### src/dmactc_pkg.sv
// Package for the DMA channel transfer control block: register map,
// control field positions, step sizes, operating modes and decoders.
// Assumes a 32-bit AHB-Lite slave port and 16-bit channel addresses.
package dmactc_pkg;

  // Widths of the channel datapath
  localparam int ADDR_W = 16;
  localparam int CNT_W = 16;
  localparam int CTRL_W = 8;
  localparam int IRQ_W = 2;

  // Register byte offsets (bits of haddr above OFF_W must be zero)
  localparam int OFF_W = 8;
  localparam logic [OFF_W-1:0] OFF_CTRL = 8'h00;
  localparam logic [OFF_W-1:0] OFF_MEM_ADDR = 8'h04;
  localparam logic [OFF_W-1:0] OFF_SRC_ADDR = 8'h08;
  localparam logic [OFF_W-1:0] OFF_COUNT = 8'h0C;
  localparam logic [OFF_W-1:0] OFF_IRQ_STAT = 8'h10;
  localparam logic [OFF_W-1:0] OFF_IRQ_MASK = 8'h14;
  localparam logic [OFF_W-1:0] OFF_MODE = 8'h18;

  // Control register fields
  localparam int BIT_TE = 7;       // transfer_enable_bit
  localparam int BIT_SIZE = 6;     // transfer_size_sel
  localparam int BIT_DIR = 5;      // step_direction_bit
  localparam int BIT_RPT = 4;      // repeat_enable_bit
  localparam int BIT_IE = 3;       // transfer_irq_enable
  localparam int BIT_FULL = 2;     // full address mode select
  localparam int BIT_SRC_EN = 1;   // source_step_enable
  localparam int BIT_SRC_DIR = 0;  // source_step_direction

  // Interrupt status / mask fields
  localparam int IRQ_END = 0;
  localparam int IRQ_STEP = 1;

  // Reset values
  localparam logic [CTRL_W-1:0] CTRL_RST = 8'h00;
  localparam logic [ADDR_W-1:0] ADDR_RST = 16'h0000;
  localparam logic [CNT_W-1:0] CNT_RST = 16'h0000;
  localparam logic [CNT_W-1:0] CNT_ONE = 16'h0001;
  localparam logic [IRQ_W-1:0] IRQ_RST = 2'h0;

  // Address step per transfer
  localparam logic [ADDR_W-1:0] STEP_BYTE = 16'h0001;
  localparam logic [ADDR_W-1:0] STEP_WORD = 16'h0002;

  // AHB transfer type bit that marks NONSEQ/SEQ
  localparam int HTRANS_ACT = 1;

  // Short address mode operating modes
  typedef enum logic [1:0] {
    DMACTC_MODE_IO,
    DMACTC_MODE_REPEAT,
    DMACTC_MODE_IDLE
  } dmactc_mode_t;

  // Mode from repeat enable and transfer interrupt enable
  function automatic dmactc_mode_t dmactc_mode_f(input logic rpt, input logic ie);
    if (!rpt) begin
      return DMACTC_MODE_IO;
    end else if (!ie) begin
      return DMACTC_MODE_REPEAT;
    end
    return DMACTC_MODE_IDLE;
  endfunction

  // Step size from transfer size select
  function automatic logic [ADDR_W-1:0] dmactc_step_f(input logic word);
    return word ? STEP_WORD : STEP_BYTE;
  endfunction

endpackage

### src/dmactc_channel.sv
// DMA channel transfer control: control bits, address stepping, transfer
// count, end interrupt and an AHB-Lite register slave.
// Assumes one 100 MHz clock; xfer_req_i is asynchronous to it.
`timescale 1ns/1ps
// What this block does
// - Short mode, direction 0: memory address rises 1 per byte, 2 per word.
// - Short mode, direction 1: memory address falls 1 per byte, 2 per word.
// - Full mode, source direction 0: source address rises 1 or 2 when stepping enabled, else fixed.
// - Full mode, stepping enabled, direction 1: source address falls 1 or 2.
// - Transfers only while transfer enable is 1; size bit picks byte or word.
// - Transfer interrupt enable passes or suppresses the end interrupt.
// - Interrupt raised when transfer enable falls with interrupt enable and the end mask bit set.
module dmactc_channel
  import dmactc_pkg::*;
(
  // Clock and reset
  input wire logic core_clk_i,
  input wire logic reset_i,
  // AHB-Lite slave
  input wire logic hsel_i,
  input wire logic [31:0] haddr_i,
  input wire logic [1:0] htrans_i,
  input wire logic hwrite_i,
  input wire logic [2:0] hsize_i,
  input wire logic [31:0] hwdata_i,
  input wire logic hready_i,
  output logic [31:0] hrdata_o,
  output logic hreadyout_o,
  output logic hresp_o,
  // Transfer request pin and transfer strobe
  input wire logic xfer_req_i,
  output logic xfer_stb_o,
  output logic [ADDR_W-1:0] xfer_addr_o,
  output logic xfer_word_o,
  // Interrupt to the CPU
  output logic irq_o
);

  // Bus state
  logic ap_valid_q, ap_valid_d;
  logic ap_write_q, ap_write_d;
  logic [OFF_W-1:0] ap_off_q, ap_off_d;
  logic [31:0] hrdata_q, hrdata_d;
  // Channel state
  logic [CTRL_W-1:0] ctrl_q, ctrl_d;
  logic [ADDR_W-1:0] mem_q, mem_d;
  logic [ADDR_W-1:0] src_q, src_d;
  logic [CNT_W-1:0] cnt_q, cnt_d;
  logic [CNT_W-1:0] rld_q, rld_d;
  logic [IRQ_W-1:0] stat_q, stat_d;
  logic [IRQ_W-1:0] mask_q, mask_d;
  logic stb_q, stb_d;
  logic [ADDR_W-1:0] xaddr_q, xaddr_d;
  logic xword_q, xword_d;
  // Request synchroniser
  logic req_s1_q, req_s2_q, req_s3_q;
  // Decodes
  logic ap_take, wr_en, req_rise, fire, full, last;
  logic end_evt;
  logic [ADDR_W-1:0] mem_step, src_step;
  logic [31:0] rd_mux;
  logic [IRQ_W-1:0] w1c;
  dmactc_mode_t mode;

  // Register offset match; the caller checks the upper address bits
  function automatic logic hit_f(input logic [OFF_W-1:0] off, input logic [OFF_W-1:0] reg_off);
    return off == reg_off;
  endfunction

  // Request pin crosses in; the second and third stages feed the edge detector
  always_ff @(posedge core_clk_i) begin
    if (reset_i) begin
      req_s1_q <= 1'b0;
      req_s2_q <= 1'b0;
      req_s3_q <= 1'b0;
    end else begin
      req_s1_q <= xfer_req_i;
      req_s2_q <= req_s1_q;
      req_s3_q <= req_s2_q;
    end
  end

  // Common decodes
  assign ap_take = hsel_i & htrans_i[HTRANS_ACT] & hready_i;
  assign wr_en = ap_valid_q & ap_write_q;
  assign req_rise = req_s2_q & ~req_s3_q;
  assign full = ctrl_q[BIT_FULL];
  assign fire = req_rise & ctrl_q[BIT_TE];
  assign last = cnt_q <= CNT_ONE;
  assign mode = dmactc_mode_f(ctrl_q[BIT_RPT], ctrl_q[BIT_IE]);

  // Memory address steps in short mode only
  dmactc_addr_step u_mem_step (
    .addr_i(mem_q),
    .enable_i(~full),
    .dir_i(ctrl_q[BIT_DIR]),
    .word_i(ctrl_q[BIT_SIZE]),
    .next_o(mem_step)
  );

  // Source address steps in full mode when its step enable is set
  dmactc_addr_step u_src_step (
    .addr_i(src_q),
    .enable_i(full & ctrl_q[BIT_SRC_EN]),
    .dir_i(ctrl_q[BIT_SRC_DIR]),
    .word_i(ctrl_q[BIT_SIZE]),
    .next_o(src_step)
  );

  // Read mux, sampled in the address phase so hrdata comes from a flop
  always_comb begin
    rd_mux = 32'h0000_0000;
    if (haddr_i[31:OFF_W] == 24'h00_0000) begin
      if (hit_f(haddr_i[OFF_W-1:0], OFF_CTRL)) begin
        rd_mux[CTRL_W-1:0] = ctrl_q;
      end else if (hit_f(haddr_i[OFF_W-1:0], OFF_MEM_ADDR)) begin
        rd_mux[ADDR_W-1:0] = mem_q;
      end else if (hit_f(haddr_i[OFF_W-1:0], OFF_SRC_ADDR)) begin
        rd_mux[ADDR_W-1:0] = src_q;
      end else if (hit_f(haddr_i[OFF_W-1:0], OFF_COUNT)) begin
        rd_mux[CNT_W-1:0] = cnt_q;
      end else if (hit_f(haddr_i[OFF_W-1:0], OFF_IRQ_STAT)) begin
        rd_mux[IRQ_W-1:0] = stat_q;
      end else if (hit_f(haddr_i[OFF_W-1:0], OFF_IRQ_MASK)) begin
        rd_mux[IRQ_W-1:0] = mask_q;
      end else if (hit_f(haddr_i[OFF_W-1:0], OFF_MODE)) begin
        rd_mux[1:0] = mode;
      end
    end
  end

  // Bus address phase capture; zero wait states, so hready is ours
  always_comb begin
    ap_valid_d = ap_valid_q;
    ap_write_d = ap_write_q;
    ap_off_d = ap_off_q;
    hrdata_d = hrdata_q;
    if (hready_i) begin
      ap_valid_d = ap_take & (haddr_i[31:OFF_W] == 24'h00_0000);
      ap_write_d = hwrite_i;
      ap_off_d = haddr_i[OFF_W-1:0];
      if (ap_take && !hwrite_i) begin
        hrdata_d = rd_mux;
      end
    end
  end

  always_ff @(posedge core_clk_i) begin
    if (reset_i) begin
      ap_valid_q <= 1'b0;
      ap_write_q <= 1'b0;
      ap_off_q <= OFF_CTRL;
      hrdata_q <= 32'h0000_0000;
    end else begin
      ap_valid_q <= ap_valid_d;
      ap_write_q <= ap_write_d;
      ap_off_q <= ap_off_d;
      hrdata_q <= hrdata_d;
    end
  end

  // Channel state: hardware end-of-count clears enable after a software
  // write, but software address and count writes win over a step
  always_comb begin
    ctrl_d = ctrl_q;
    mem_d = mem_q;
    src_d = src_q;
    cnt_d = cnt_q;
    rld_d = rld_q;
    mask_d = mask_q;
    w1c = IRQ_RST;
    if (wr_en && hit_f(ap_off_q, OFF_CTRL)) begin
      ctrl_d = hwdata_i[CTRL_W-1:0];
    end
    if (fire) begin
      mem_d = mem_step;
      src_d = src_step;
      if (!last) begin
        cnt_d = cnt_q - CNT_ONE;
      end else if (!full && mode == DMACTC_MODE_REPEAT) begin
        cnt_d = rld_q;
      end else begin
        cnt_d = CNT_RST;
        ctrl_d[BIT_TE] = 1'b0;
      end
    end
    if (wr_en && hit_f(ap_off_q, OFF_MEM_ADDR)) begin
      mem_d = hwdata_i[ADDR_W-1:0];
    end
    if (wr_en && hit_f(ap_off_q, OFF_SRC_ADDR)) begin
      src_d = hwdata_i[ADDR_W-1:0];
    end
    if (wr_en && hit_f(ap_off_q, OFF_COUNT)) begin
      cnt_d = hwdata_i[CNT_W-1:0];
      rld_d = hwdata_i[CNT_W-1:0];
    end
    if (wr_en && hit_f(ap_off_q, OFF_IRQ_MASK)) begin
      mask_d = hwdata_i[IRQ_W-1:0];
    end
    if (wr_en && hit_f(ap_off_q, OFF_IRQ_STAT)) begin
      w1c = hwdata_i[IRQ_W-1:0];
    end
  end

  // End event only with the interrupt enable set; set wins over clear
  assign end_evt = ctrl_q[BIT_TE] & ~ctrl_d[BIT_TE] & ctrl_d[BIT_IE];
  always_comb begin
    stat_d = stat_q & ~w1c;
    stat_d[IRQ_END] = stat_d[IRQ_END] | end_evt;
    stat_d[IRQ_STEP] = stat_d[IRQ_STEP] | fire;
  end

  // Transfer strobe toward the bus cycle logic
  always_comb begin
    stb_d = fire;
    xaddr_d = xaddr_q;
    xword_d = xword_q;
    if (fire) begin
      xaddr_d = full ? src_q : mem_q;
      xword_d = ctrl_q[BIT_SIZE];
    end
  end

  always_ff @(posedge core_clk_i) begin
    if (reset_i) begin
      ctrl_q <= CTRL_RST;
      mem_q <= ADDR_RST;
      src_q <= ADDR_RST;
      cnt_q <= CNT_RST;
      rld_q <= CNT_RST;
      stat_q <= IRQ_RST;
      mask_q <= IRQ_RST;
      stb_q <= 1'b0;
      xaddr_q <= ADDR_RST;
      xword_q <= 1'b0;
    end else begin
      ctrl_q <= ctrl_d;
      mem_q <= mem_d;
      src_q <= src_d;
      cnt_q <= cnt_d;
      rld_q <= rld_d;
      stat_q <= stat_d;
      mask_q <= mask_d;
      stb_q <= stb_d;
      xaddr_q <= xaddr_d;
      xword_q <= xword_d;
    end
  end

  // Outputs; slave never stalls and always answers OKAY
  assign hrdata_o = hrdata_q;
  assign hreadyout_o = 1'b1;
  assign hresp_o = 1'b0;
  assign xfer_stb_o = stb_q;
  assign xfer_addr_o = xaddr_q;
  assign xfer_word_o = xword_q;
  assign irq_o = |(stat_q & mask_q);
endmodule

### src/dmactc_addr_step.sv
// Address stepper: next value of one channel address register.
// Assumes the caller decides when a transfer has actually happened.
`timescale 1ns/1ps
module dmactc_addr_step
  import dmactc_pkg::*;
(
  // Current state
  input wire logic [ADDR_W-1:0] addr_i,
  // Step control
  input wire logic enable_i,
  input wire logic dir_i,
  input wire logic word_i,
  // Result
  output logic [ADDR_W-1:0] next_o
);

  // Held, raised or lowered by one transfer's width
  always_comb begin
    if (!enable_i) begin
      next_o = addr_i;
    end else if (dir_i) begin
      next_o = addr_i - dmactc_step_f(word_i);
    end else begin
      next_o = addr_i + dmactc_step_f(word_i);
    end
  end

endmodule

### config.mk
export PLATFORM = sky130hd
export DESIGN_NAME = dmactc_channel
export DESIGN_NICKNAME = d
export VERILOG_FILES = /design/src/dmactc_pkg.sv /design/src/dmactc_channel.sv /design/src/dmactc_addr_step.sv
export SDC_FILE = /design/constraint.sdc
export NUM_CORES = 1
export LEC_CHECK = 0
export BUFFER_PORTS_ARGS = -buffer_cell sky130_fd_sc_hd__buf_2
export CELL_PAD_IN_SITES_DETAIL_PLACEMENT = 0
export CELL_PAD_IN_SITES_GLOBAL_PLACEMENT = 1
export CORE_AREA = 5 5 181 183
export DETAILED_ROUTE_END_ITERATION = 12
export DIE_AREA = 0 0 186 188
export GPL_ROUTABILITY_DRIVEN = 0
export PLACE_DENSITY = 0.56
export SLEW_MARGIN = 10
export SYNTH_ARGS = -nofsm -noshare
export SYNTH_HDL_FRONTEND = slang
export SYNTH_SLANG_ARGS = --single-unit
### constraint.sdc
create_clock -name core_clk_i -period 3.9 [get_ports core_clk_i]
set_input_delay 0.78 -clock core_clk_i [delete_from_list [all_inputs] [get_ports core_clk_i]]
set_output_delay 0.78 -clock core_clk_i [all_outputs]
set_load 0.03 [all_outputs]
Word level (Yosys, flattened, before mapping)
Cells that the tools add are included.
{ "word_totals": {"ff_bits": 123, "input_bits": 75, "output_inout_bits": 53, "elab_cells": 108} }
{ "op_classes": {"addsub": 5, "order_cmp": 1, "n_eq_ne": 13, "n_mux": 34, "bitwise_logic": 16, "n_reduce_logical": 21} }
{ "op_table": {"columns": ["operator", "n"], "rows": [
  ["2-to-1 mux 16 bit", 16],
  ["== test 8 x 5 -> 1 bit, second input constant", 5],
  ["adder 16 bit", 2],
  ["== test 8 x 4 -> 1 bit, second input constant", 4],
  ["logical NOT 24 bit", 1],
  ["2-to-1 mux 8 bit", 3],
  ["2-to-1 mux 2 bit", 9],
  ["== test 8 x 3 -> 1 bit, second input constant", 2],
  ["less-or-equal comparator 16 x 1 -> 1 bit, second input constant", 1],
  ["logical NOT 8 bit", 2],
  ["subtractor 16 x 1 -> 16 bit, second input constant", 1],
  ["subtractor 16 bit", 1],
  ["subtractor 16 x 2 -> 16 bit", 1],
  ["2-to-1 mux 14 bit", 1],
  ["bitwise AND 1 bit", 9],
  ["logical AND 1 bit", 8],
  ["nonzero test 2 bit", 4],
  ["AND reduction 2 bit", 3],
  ["2-to-1 mux 1 bit", 5],
  ["bitwise AND 2 bit", 2],
  ["== test 2 x 1 -> 1 bit, second input constant", 1],
  ["logical NOT 1 bit", 2],
  ["inequality test 2 x 1 -> 1 bit, second input constant", 1],
  ["NOT 1 bit", 2],
  ["other kinds (3)", 4]
]} }

Logic depth before layout (Yosys ltp)
Gate-level depths: netlist of run 1.
{ "depth": {"depth_word": 12, "mapped_depth": 10} }

Modules after synthesis
Synthesis of run 1 repeated with hierarchy kept, for this count alone.
{ "unflattened": {"hier_cells": 1021, "area_unflattened_um2": 8169.1} }
{ "by_module_without_submodules": {"columns": ["mod", "n_inst", "cells_each", "area_per_inst_um2", "seq_area_each_um2"], "rows": [
  ["dmactc_channel", 1, 745, 6122.1, 2462.4],
  ["dmactc_addr_step", 2, 138, 1023.5, 0.0]
]} }

Worst setup path before layout of run 1
No wires, ideal clock.
{ "synth_path": {"path_type": "reg2reg", "start": "register ctrl_q[5]", "end": "register mem_q[13]", "setup_ns": 0.092, "t_arrival_ns": 2.382, "required_time_ns": 3.808, "path_slack_ns": 1.426, "stages_incl_launch_ff": 10, "path_buffers": 0, "path_cell_list": "dfxtp_1 nand2_1 inv_1 ha_1 nor2b_1 o31ai_1 a211oi_1 o31ai_1 mux2i_1 o32ai_1"} }
{ "synth_between": {"elab_chain_len": 4} }
{ "synth_rtl": {"columns": ["element", "line", "text"], "rows": [
  ["from (decl)", "dmactc_channel.sv:45", "logic [CTRL_W-1:0] ctrl_q, ctrl_d;"],
  ["from (signal assigned)", "dmactc_channel.sv:237", "ctrl_q <= ctrl_d;"],
  ["2-to-1 mux 16 bit", "dmactc_addr_step.sv:21", "end else if (dir_i) begin"],
  ["2-to-1 mux 16 bit", "dmactc_addr_step.sv:19", "if (!enable_i) begin"],
  ["2-to-1 mux 16 bit", "dmactc_channel.sv:175", "if (fire) begin"],
  ["2-to-1 mux 16 bit", "dmactc_channel.sv:187", "if (wr_en && hit_f(ap_off_q, OFF_MEM_ADDR)) begin"],
  ["to (signal assigned)", "dmactc_channel.sv:238", "mem_q <= mem_d;"],
  ["to (decl)", "dmactc_channel.sv:46", "logic [ADDR_W-1:0] mem_q, mem_d;"]
]} }
Every way passes these cells. The select of a mux whose other input is x is not followed.
A chain may end at the register's enable or synchronous reset.

Final worst setup path of run 1
{ "layout_path": {"start": "register ctrl_q[0]", "end": "register src_q[15]"} }
{ "layout_between": {"elab_chain_len": 4} }
{ "layout_rtl": {"columns": ["element", "line", "text"], "rows": [
  ["2-to-1 mux 16 bit", "dmactc_addr_step.sv:21", null],
  ["2-to-1 mux 16 bit", "dmactc_addr_step.sv:19", null],
  ["2-to-1 mux 16 bit", "dmactc_channel.sv:175", null],
  ["2-to-1 mux 16 bit", "dmactc_channel.sv:190", "if (wr_en && hit_f(ap_off_q, OFF_SRC_ADDR)) begin"],
  ["to (signal assigned)", "dmactc_channel.sv:239", "src_q <= src_d;"],
  ["to (decl)", "dmactc_channel.sv:47", "logic [ADDR_W-1:0] src_q, src_d;"]
]} }
Every way passes these cells. The select of a mux whose other input is x is not followed.

==> reports/metrics.yaml, run 1 <==
status: "complete, no violations"
rows: 65
arrival_ns: 3.33
grt_usage_pct: 15.1
core_um2: 31100
ctsHoldBuffers: 0
dp_hpwl_mm: 19.8
start_util_pct: 24.4
ioPinCount: 128
ctsResizeCount: 0
clkSlewWorstSetupHoldPaths_ns: 0.06
comb_power_share_pct: 4.3
vias: 7286
timing.final.crit_share_pct: 76.6
whs_path_depth: 1
insertion_delay_ns: 0.42
p_int_mw: 2.36
period_needed_ns: 2.99
ir_worst_vdd_uv: 225
r2r_cells: 9
hold_class: "reg2reg"
tritoncts: "done"
tns_ns: 0
cp-startpoint: "ctrl_q[0]$_SDFFE_PP0P_"
nets: 1106
synth_area_leaders: "dfxtp_1, ha_1, mux2i_1"
post_cts_buffers: 0
overflow: 0
synth_top_area_cell: "dfxtp_1"
nFillCells: 3376
switching_share_pct: 22.5
ff2ff_setup_slack_ns: 0.91
synth_enable_flop_cells: 0
antenna_found_initial: 0
drtIter0Drc: 672
reg2reg_from: "ctrl_q[0]$_SDFFE_PP0P_"
drv_cap: 0
tightest_slew_ns: 1.18
ys_seq_elements: 123
avgSynthCellArea_um2: 8.17
r2r_end: "src_q[15]$_SDFFE_PP0P_"
crit_type: "reg2reg"
p_leak_nw: 3.53
routed_wl_mm: 26.7
synthCells: 929
root_buffer: "clkbuf_16"
cts_made_buffers: 17
die_x_um: 186
synth_async_sr_flop_share_pct: 0
n_antenna_cell: 0
grt_pass1_vias: 7023
detail-route-antenna-nets: 0
drc: 0
slew_viol_final: 0
p_per_area_nw_per_um2: 343
critical_path_peak_fanout: 17
hold_start: "req_s1_q$_SDFF_PP0_"
start_kind: "register"
required_ns: 4.24
drive_gt1_share_pct: 15.8
die_h_um: 188
htreeDepth: 4
grt_max_degree: 41
syn2layout_area_growth_pct: 17.3
clock.fmax_ghz: 0.335
synthesis.area_um2: 7590
fin_worst_skew_ns: 0.00864
synthFlopType: "dfxtp_1"
clkPwrFrac_pct: 54.1
grt_pass1_wl_mm: 41.4
via_per_inst: 5.17
ys_types: 77
clock_path_buffers: 2
p_switching_uw: 688
max_slew_margin_pct: 21.1
rsz0062_at_grt: "no"
hold_end: "req_s2_q$_SDFF_PP0_"
die-area_um2: 35000
wl_per_cell_um: 19.0
yosysWarningCount: 0
port_buffers: 89
setup_violations: 0
seq_power_share_pct: 41.6
holdWs_ns: 0.440
synth_top_area_share_pct: 32.4
cts_sinks: 123
firstDrtPassIters: 8
endpoint_kind: "register"
yosysSeqAreaShare_pct: 32.4
finalHoldViolCount: 0
## how the worst max path moves through the flow
stage	endpoint	slack, ns	depth (start not counted)
after floorplan	mem_q[13]$_SDFFE_PP0P_	1.43	9
after global placement	src_q[15]$_SDFFE_PP0P_	0.98	9
after detailed placement	src_q[15]$_SDFFE_PP0P_	0.95	9
after CTS	src_q[15]$_SDFFE_PP0P_	0.92	9
after global routing	src_q[15]$_SDFFE_PP0P_	0.66	9
final	src_q[15]$_SDFFE_PP0P_	0.91	9
## per-layer routing
layer | vias up | global-route usage [%] | routed length, µm
li1 | 3592 | - | -
met1 | 3494 | 21.3 | 12800
met2 | 178 | 24.1 | 12500
met3 | 22 | 2.21 | 973
met4 | 0 | 4.12 | 424
met5 | - | 0 | 0
## synth_stat cells (6+ instances only)
master    count
dfxtp_1     123
nor2_1       92
nand2_1      88
a21oi_1      73
o21ai_0      54
clkbuf_1     43
mux2i_1      39
a211oi_1     37
ha_1         32
nor3_1       30
nand3_1      21
inv_1        19
buf_4        18
a222oi_1     14
nor2b_1      13
nor4_1       13
a21o_1       12
o211ai_1     12
o21a_1       12
xor2_1       11
a31oi_1      10
and4_1       10
o31ai_1       9
a21boi_0      8
and3_1        8
nand4_1       8
nand2b_1      6
## metrics by stage
stage          cell area, µm²  setup WS (ns)  total power [mW]  std cells  util [%]
5_1_grt                  8900          0.658              3.15       1410      28.7
2_1_floorplan            7650           1.43              1.38        945         -
3_3_place_gp             8300          0.981              1.43       1380      26.7
3_5_place_dp             8300          0.951              1.43       1380      26.7
4_1_cts                  8900          0.917              3.09       1410      28.7
6_report                 8900          0.914              3.05       1410      28.7
## cell families after synthesis
| kind of cell | synth area share (%) |
|---|---|
| adder cells (fa/ha/maj) | 5.80 |
| AO/OA/AOI/OAI | 26.0 |
| AND/OR/NAND/NOR | 21.9 |
| multiplexers | 5.14 |
| flip-flops | 32.4 |
| XOR/XNOR | 1.50 |
| other | 0.0990 |
| buffers and inverters | 7.06 |
## cell usage in the layout (no fill, tap or decap), drive strengths merged, types with 18 or more instances in the layout
| cell type | instances |
|---|---|
| clkbuf | 23 |
| a211oi | 39 |
| a21oi | 73 |
| nand2 | 88 |
| inv | 19 |
| ha | 32 |
| buf | 110 |
| nor2 | 92 |
| o21ai | 54 |
| mux2i | 39 |
| nand3 | 21 |
| nor3 | 31 |
| conb | 18 |
| dfxtp | 123 |
## layout make-up
class	count	area, µm²	area share, %
repair buffers	110	606	6.80
multi-input cells	726	4660	52.3
inverters	19	71.3	0.801
clock inverters	7	114	1.28
clock buffers	23	488	5.48
well taps	402	503	5.65
flip-flops and latches	123	2460	27.7
## state kept, by name, summed over array words and instances, names as in the netlist
| signal | flops |
|---|---|
| cnt_q | 16 |
| hrdata_o | 16 |
| mem_q | 16 |
| rld_q | 16 |
| src_q | 16 |
| xfer_addr_o | 16 |
| ap_off_q | 8 |
| ctrl_q | 8 |
| mask_q | 2 |
| stat_q | 2 |
| ap_valid_q | 1 |
| ap_write_q | 1 |
| req_s1_q | 1 |
| req_s2_q | 1 |
| req_s3_q | 1 |
| xfer_stb_o | 1 |
| xfer_word_o | 1 |
## critical path, stage by stage, from the launching register on
cell and delay [ns]:
dfxtp_1 0.83, nand2_1 0.21, inv_1 0.10, ha_1 0.22
nor2b_1 0.15, o31ai_1 0.47, a211oi_1 0.18, o31a_1 0.34
o21a_1 0.18, o31ai_1 0.20
## power groups by stage
stage	logic, mW	registers (mW)	clock network [mW]
2_1_floorplan	0.0839	1.29	0
3_3_place_gp	0.132	1.30	0
3_5_place_dp	0.133	1.30	0
4_1_cts	0.133	1.27	1.69
5_1_grt	0.143	1.27	1.74
6_report	0.132	1.27	1.65
No activity file was read; power rests on OpenSTA's default activity.
==> inputs of run 2 (changes only) <==
Settings changed: PLACE_DENSITY 0.56 to 0.58.
Clock period 3.9 ns to 2.6 ns, I/O delays scaled along.
==> run 2 against run 1 <==
  * Critical path type unchanged
  * Sequential power is 50% higher
  * Flip-flop and latch count did not move
  * First-iteration DRC count fell by 10%
  * Total power increased by 64%
==> reports/metrics.yaml, run 2 (synthesis gave the netlist of run 1 again) <==
via_per_inst: 5.12  # was 5.17
nFillCells: 3350  # was 3,376
syn2layout_area_growth_pct: 22.3  # was 17.3%
core_um2: 31100  # unchanged
insertion_delay_ns: 0.43  # was 0.42 ns
stdcell_area_um2: 9280  # was 8900 µm²
hold_start: "xfer_req_i"  # was req_s1_q$_SDFF_PP0_
vias: 7414  # was 7,286
tritoncts: "done"  # unchanged
clock_path_buffers: 2  # unchanged
htreeDepth: 4  # unchanged
ioPinCount: 128  # unchanged
endpoint_kind: "register"  # unchanged
fin_worst_skew_ns: 0.0135  # was 0.00864 ns
hold_class: "in2reg"  # was reg2reg
arrival_ns: 2.74  # was 3.33 ns
max_slew_margin_pct: 63.1  # was 21.1%
dpl_cell_area_um2: 8570  # was 8300 µm²
required_ns: 2.97  # was 4.24 ns
hold_end: "req_s1_q$_SDFF_PP0_"  # was req_s2_q$_SDFF_PP0_
ctsHoldBuffers: 0  # unchanged
tightest_slew_ns: 0.545  # was 1.18 ns
p_per_area_nw_per_um2: 538  # was 343 nW/µm²
cp-startpoint: "mem_q[0]$_SDFFE_PP0P_"  # was ctrl_q[0]$_SDFFE_PP0P_
ir_worst_vdd_uv: 335  # was 225 µV
start_util_pct: 24.4  # unchanged
power.total_mw: 4.99  # was 3.05 mW
drv_cap: 0  # unchanged
antenna_found_initial: 0  # unchanged
drc: 0  # unchanged
ff2ff_setup_slack_ns: 0.23  # was 0.91 ns
crit_type: "reg2reg"  # unchanged
clock.fmax_ghz: 0.423  # was 0.335 GHz
die-area_um2: 35000  # unchanged
wl_per_cell_um: 18.5  # was 19.0 µm
grt_usage_pct: 15.3  # was 15.1%
final_common_cell: "dfxtp_1"  # unchanged
status: "complete, no violations"  # unchanged
dp_hpwl_mm: 20.2  # was 19.8 mm
cp_slowest_stage_delay_ns: 0.39  # was 0.83 ns
n_antenna_cell: 0  # unchanged
cts_made_buffers: 17  # unchanged
firstDrtPassIters: 8  # unchanged
whs_path_depth: 2  # was 1
rows: 65  # unchanged
grt_max_degree: 71  # was 41
r2r_end: "mem_q[14]$_SDFFE_PP0P_"  # was src_q[15]$_SDFFE_PP0P_
overflow: 0  # unchanged
reg2reg_from: "mem_q[0]$_SDFFE_PP0P_"  # was ctrl_q[0]$_SDFFE_PP0P_
timing.final.crit_share_pct: 91.0  # was 76.6%
most-common-layout-cells: "dfxtp_1, nor2_1, nand2_1, buf_2, a21oi_1"  # unchanged
grt_pass1_vias: 7176  # was 7,023
clkSlewWorstSetupHoldPaths_ns: 0.06  # about the same
drive_gt1_share_pct: 19.0  # was 15.8%
r2r_cells: 9  # unchanged
period_needed_ns: 2.37  # was 2.99 ns
worstPathCellList: "inv_1 -> ha_1 -> fa_1 -> nor2b_1 -> o21ai_0 -> a21o_1 -> a21oi_1 -> mux2i_1 -> o221a_2"  # was nand2_1 -> inv_1 -> ha_1 -> nor2b_1 -> o31ai_1 -> a211oi_1 -> o31a_1 -> o21a_1 -> o31ai_1
drtIter0Drc: 603  # was 672
nets: 1141  # was 1,106
root_buffer: "clkbuf_16"  # unchanged
grt_pass1_wl_mm: 41.9  # was 41.4 mm
setup_violations: 0  # unchanged
port_buffers: 89  # unchanged
detail-route-antenna-nets: 0  # unchanged
p_leak_nw: 3.74  # was 3.53 nW
slew_viol_final: 0  # unchanged
routed_wl_mm: 26.7  # about the same
cts_sinks: 123  # unchanged
critical_path_peak_fanout: 4  # was 17
start_kind: "register"  # unchanged
cpMaxStageDelayCell: "dfxtp_1"  # unchanged
die_x_um: 186  # unchanged
tns_ns: 0  # unchanged
finalHoldViolCount: 0  # unchanged
die_h_um: 188  # unchanged
rsz0062_at_grt: "no"  # unchanged
run 2: changes by cell type in the layout (fill, tap and decap cells not counted), sizes merged:
| cell | before | now |
|---|---|---|
| clkbuf | 23 | 19 |
| inv | 19 | 23 |
| buf | 110 | 145 |
| clkinvlp | 0 | 2 |
| bufinv | 3 | 7 |
| clkinv | 4 | 0 |
run 2: where the power goes:
group | switching, mW | internal (mW)
Combinational | 0.146 | 0.0615
Sequential | 0.0100 | 1.89
Clock | 0.946 | 1.93
Total | 1.10 | 3.89
run 2: worst max-delay path: cells and delay by family (launching register included):
family / cells / cell delay (ns)
buffers and inverters: 1 / 0.06
flip-flops: 1 / 0.39
multiplexers: 1 / 0.25
adder cells (fa/ha/maj): 2 / 0.62
AO/OA/AOI/OAI: 4 / 0.84
AND/OR/NAND/NOR: 1 / 0.16
run 2: through the flow:
step / cells / worst slack [ns] / hold WS, ns / utilization, %
after floorplan: 945 / 0.126 / 0.414 / -
after global placement: 1415 / 0.0531 / 0.427 / 27.6
after detailed placement: 1415 / 0.0468 / 0.438 / 27.6
after CTS: 1447 / 0.0154 / 0.317 / 29.9
after global routing: 1447 / 0.0293 / 0.324 / 29.9
final: 1447 / 0.234 / 0.324 / 29.9
run 2: cell type report:
| type | instances | area (µm²) | share of cell area (%) |
|---|---|---|---|
| clock buffers | 19 | 443 | 4.77 |
| well taps | 402 | 503 | 5.42 |
| flip-flops and latches | 123 | 2460 | 26.5 |
| inverters | 19 | 71.3 | 0.768 |
| repair buffers | 145 | 881 | 9.49 |
| clock inverters | 13 | 260 | 2.80 |
| multi-input cells | 726 | 4660 | 50.2 |
run 2: repair_timing:
item	in CTS	in global routing
resized for setup	0	2
setup buffers	0	0
endpoints found under the setup margin	0	7
run 2: worst max-delay path by stage:
stage                             end  slack [ns]
3_3_place_gp   src_q[15]$_SDFFE_PP0P_        0.05
5_1_grt        src_q[13]$_SDFFE_PP0P_        0.03
4_1_cts        src_q[15]$_SDFFE_PP0P_        0.02
3_5_place_dp   src_q[15]$_SDFFE_PP0P_        0.05
6_report       mem_q[14]$_SDFFE_PP0P_        0.23
2_1_floorplan  mem_q[13]$_SDFFE_PP0P_        0.13
run 2: routing by layer:
layer	share of wire (%)	track usage (%)	vias up
li1	-	-	3665
met1	47	21.9	3546
met2	47	24.0	179
met3	4.5	2.17	24
met4	1.4	3.78	0
met5	0	0	-
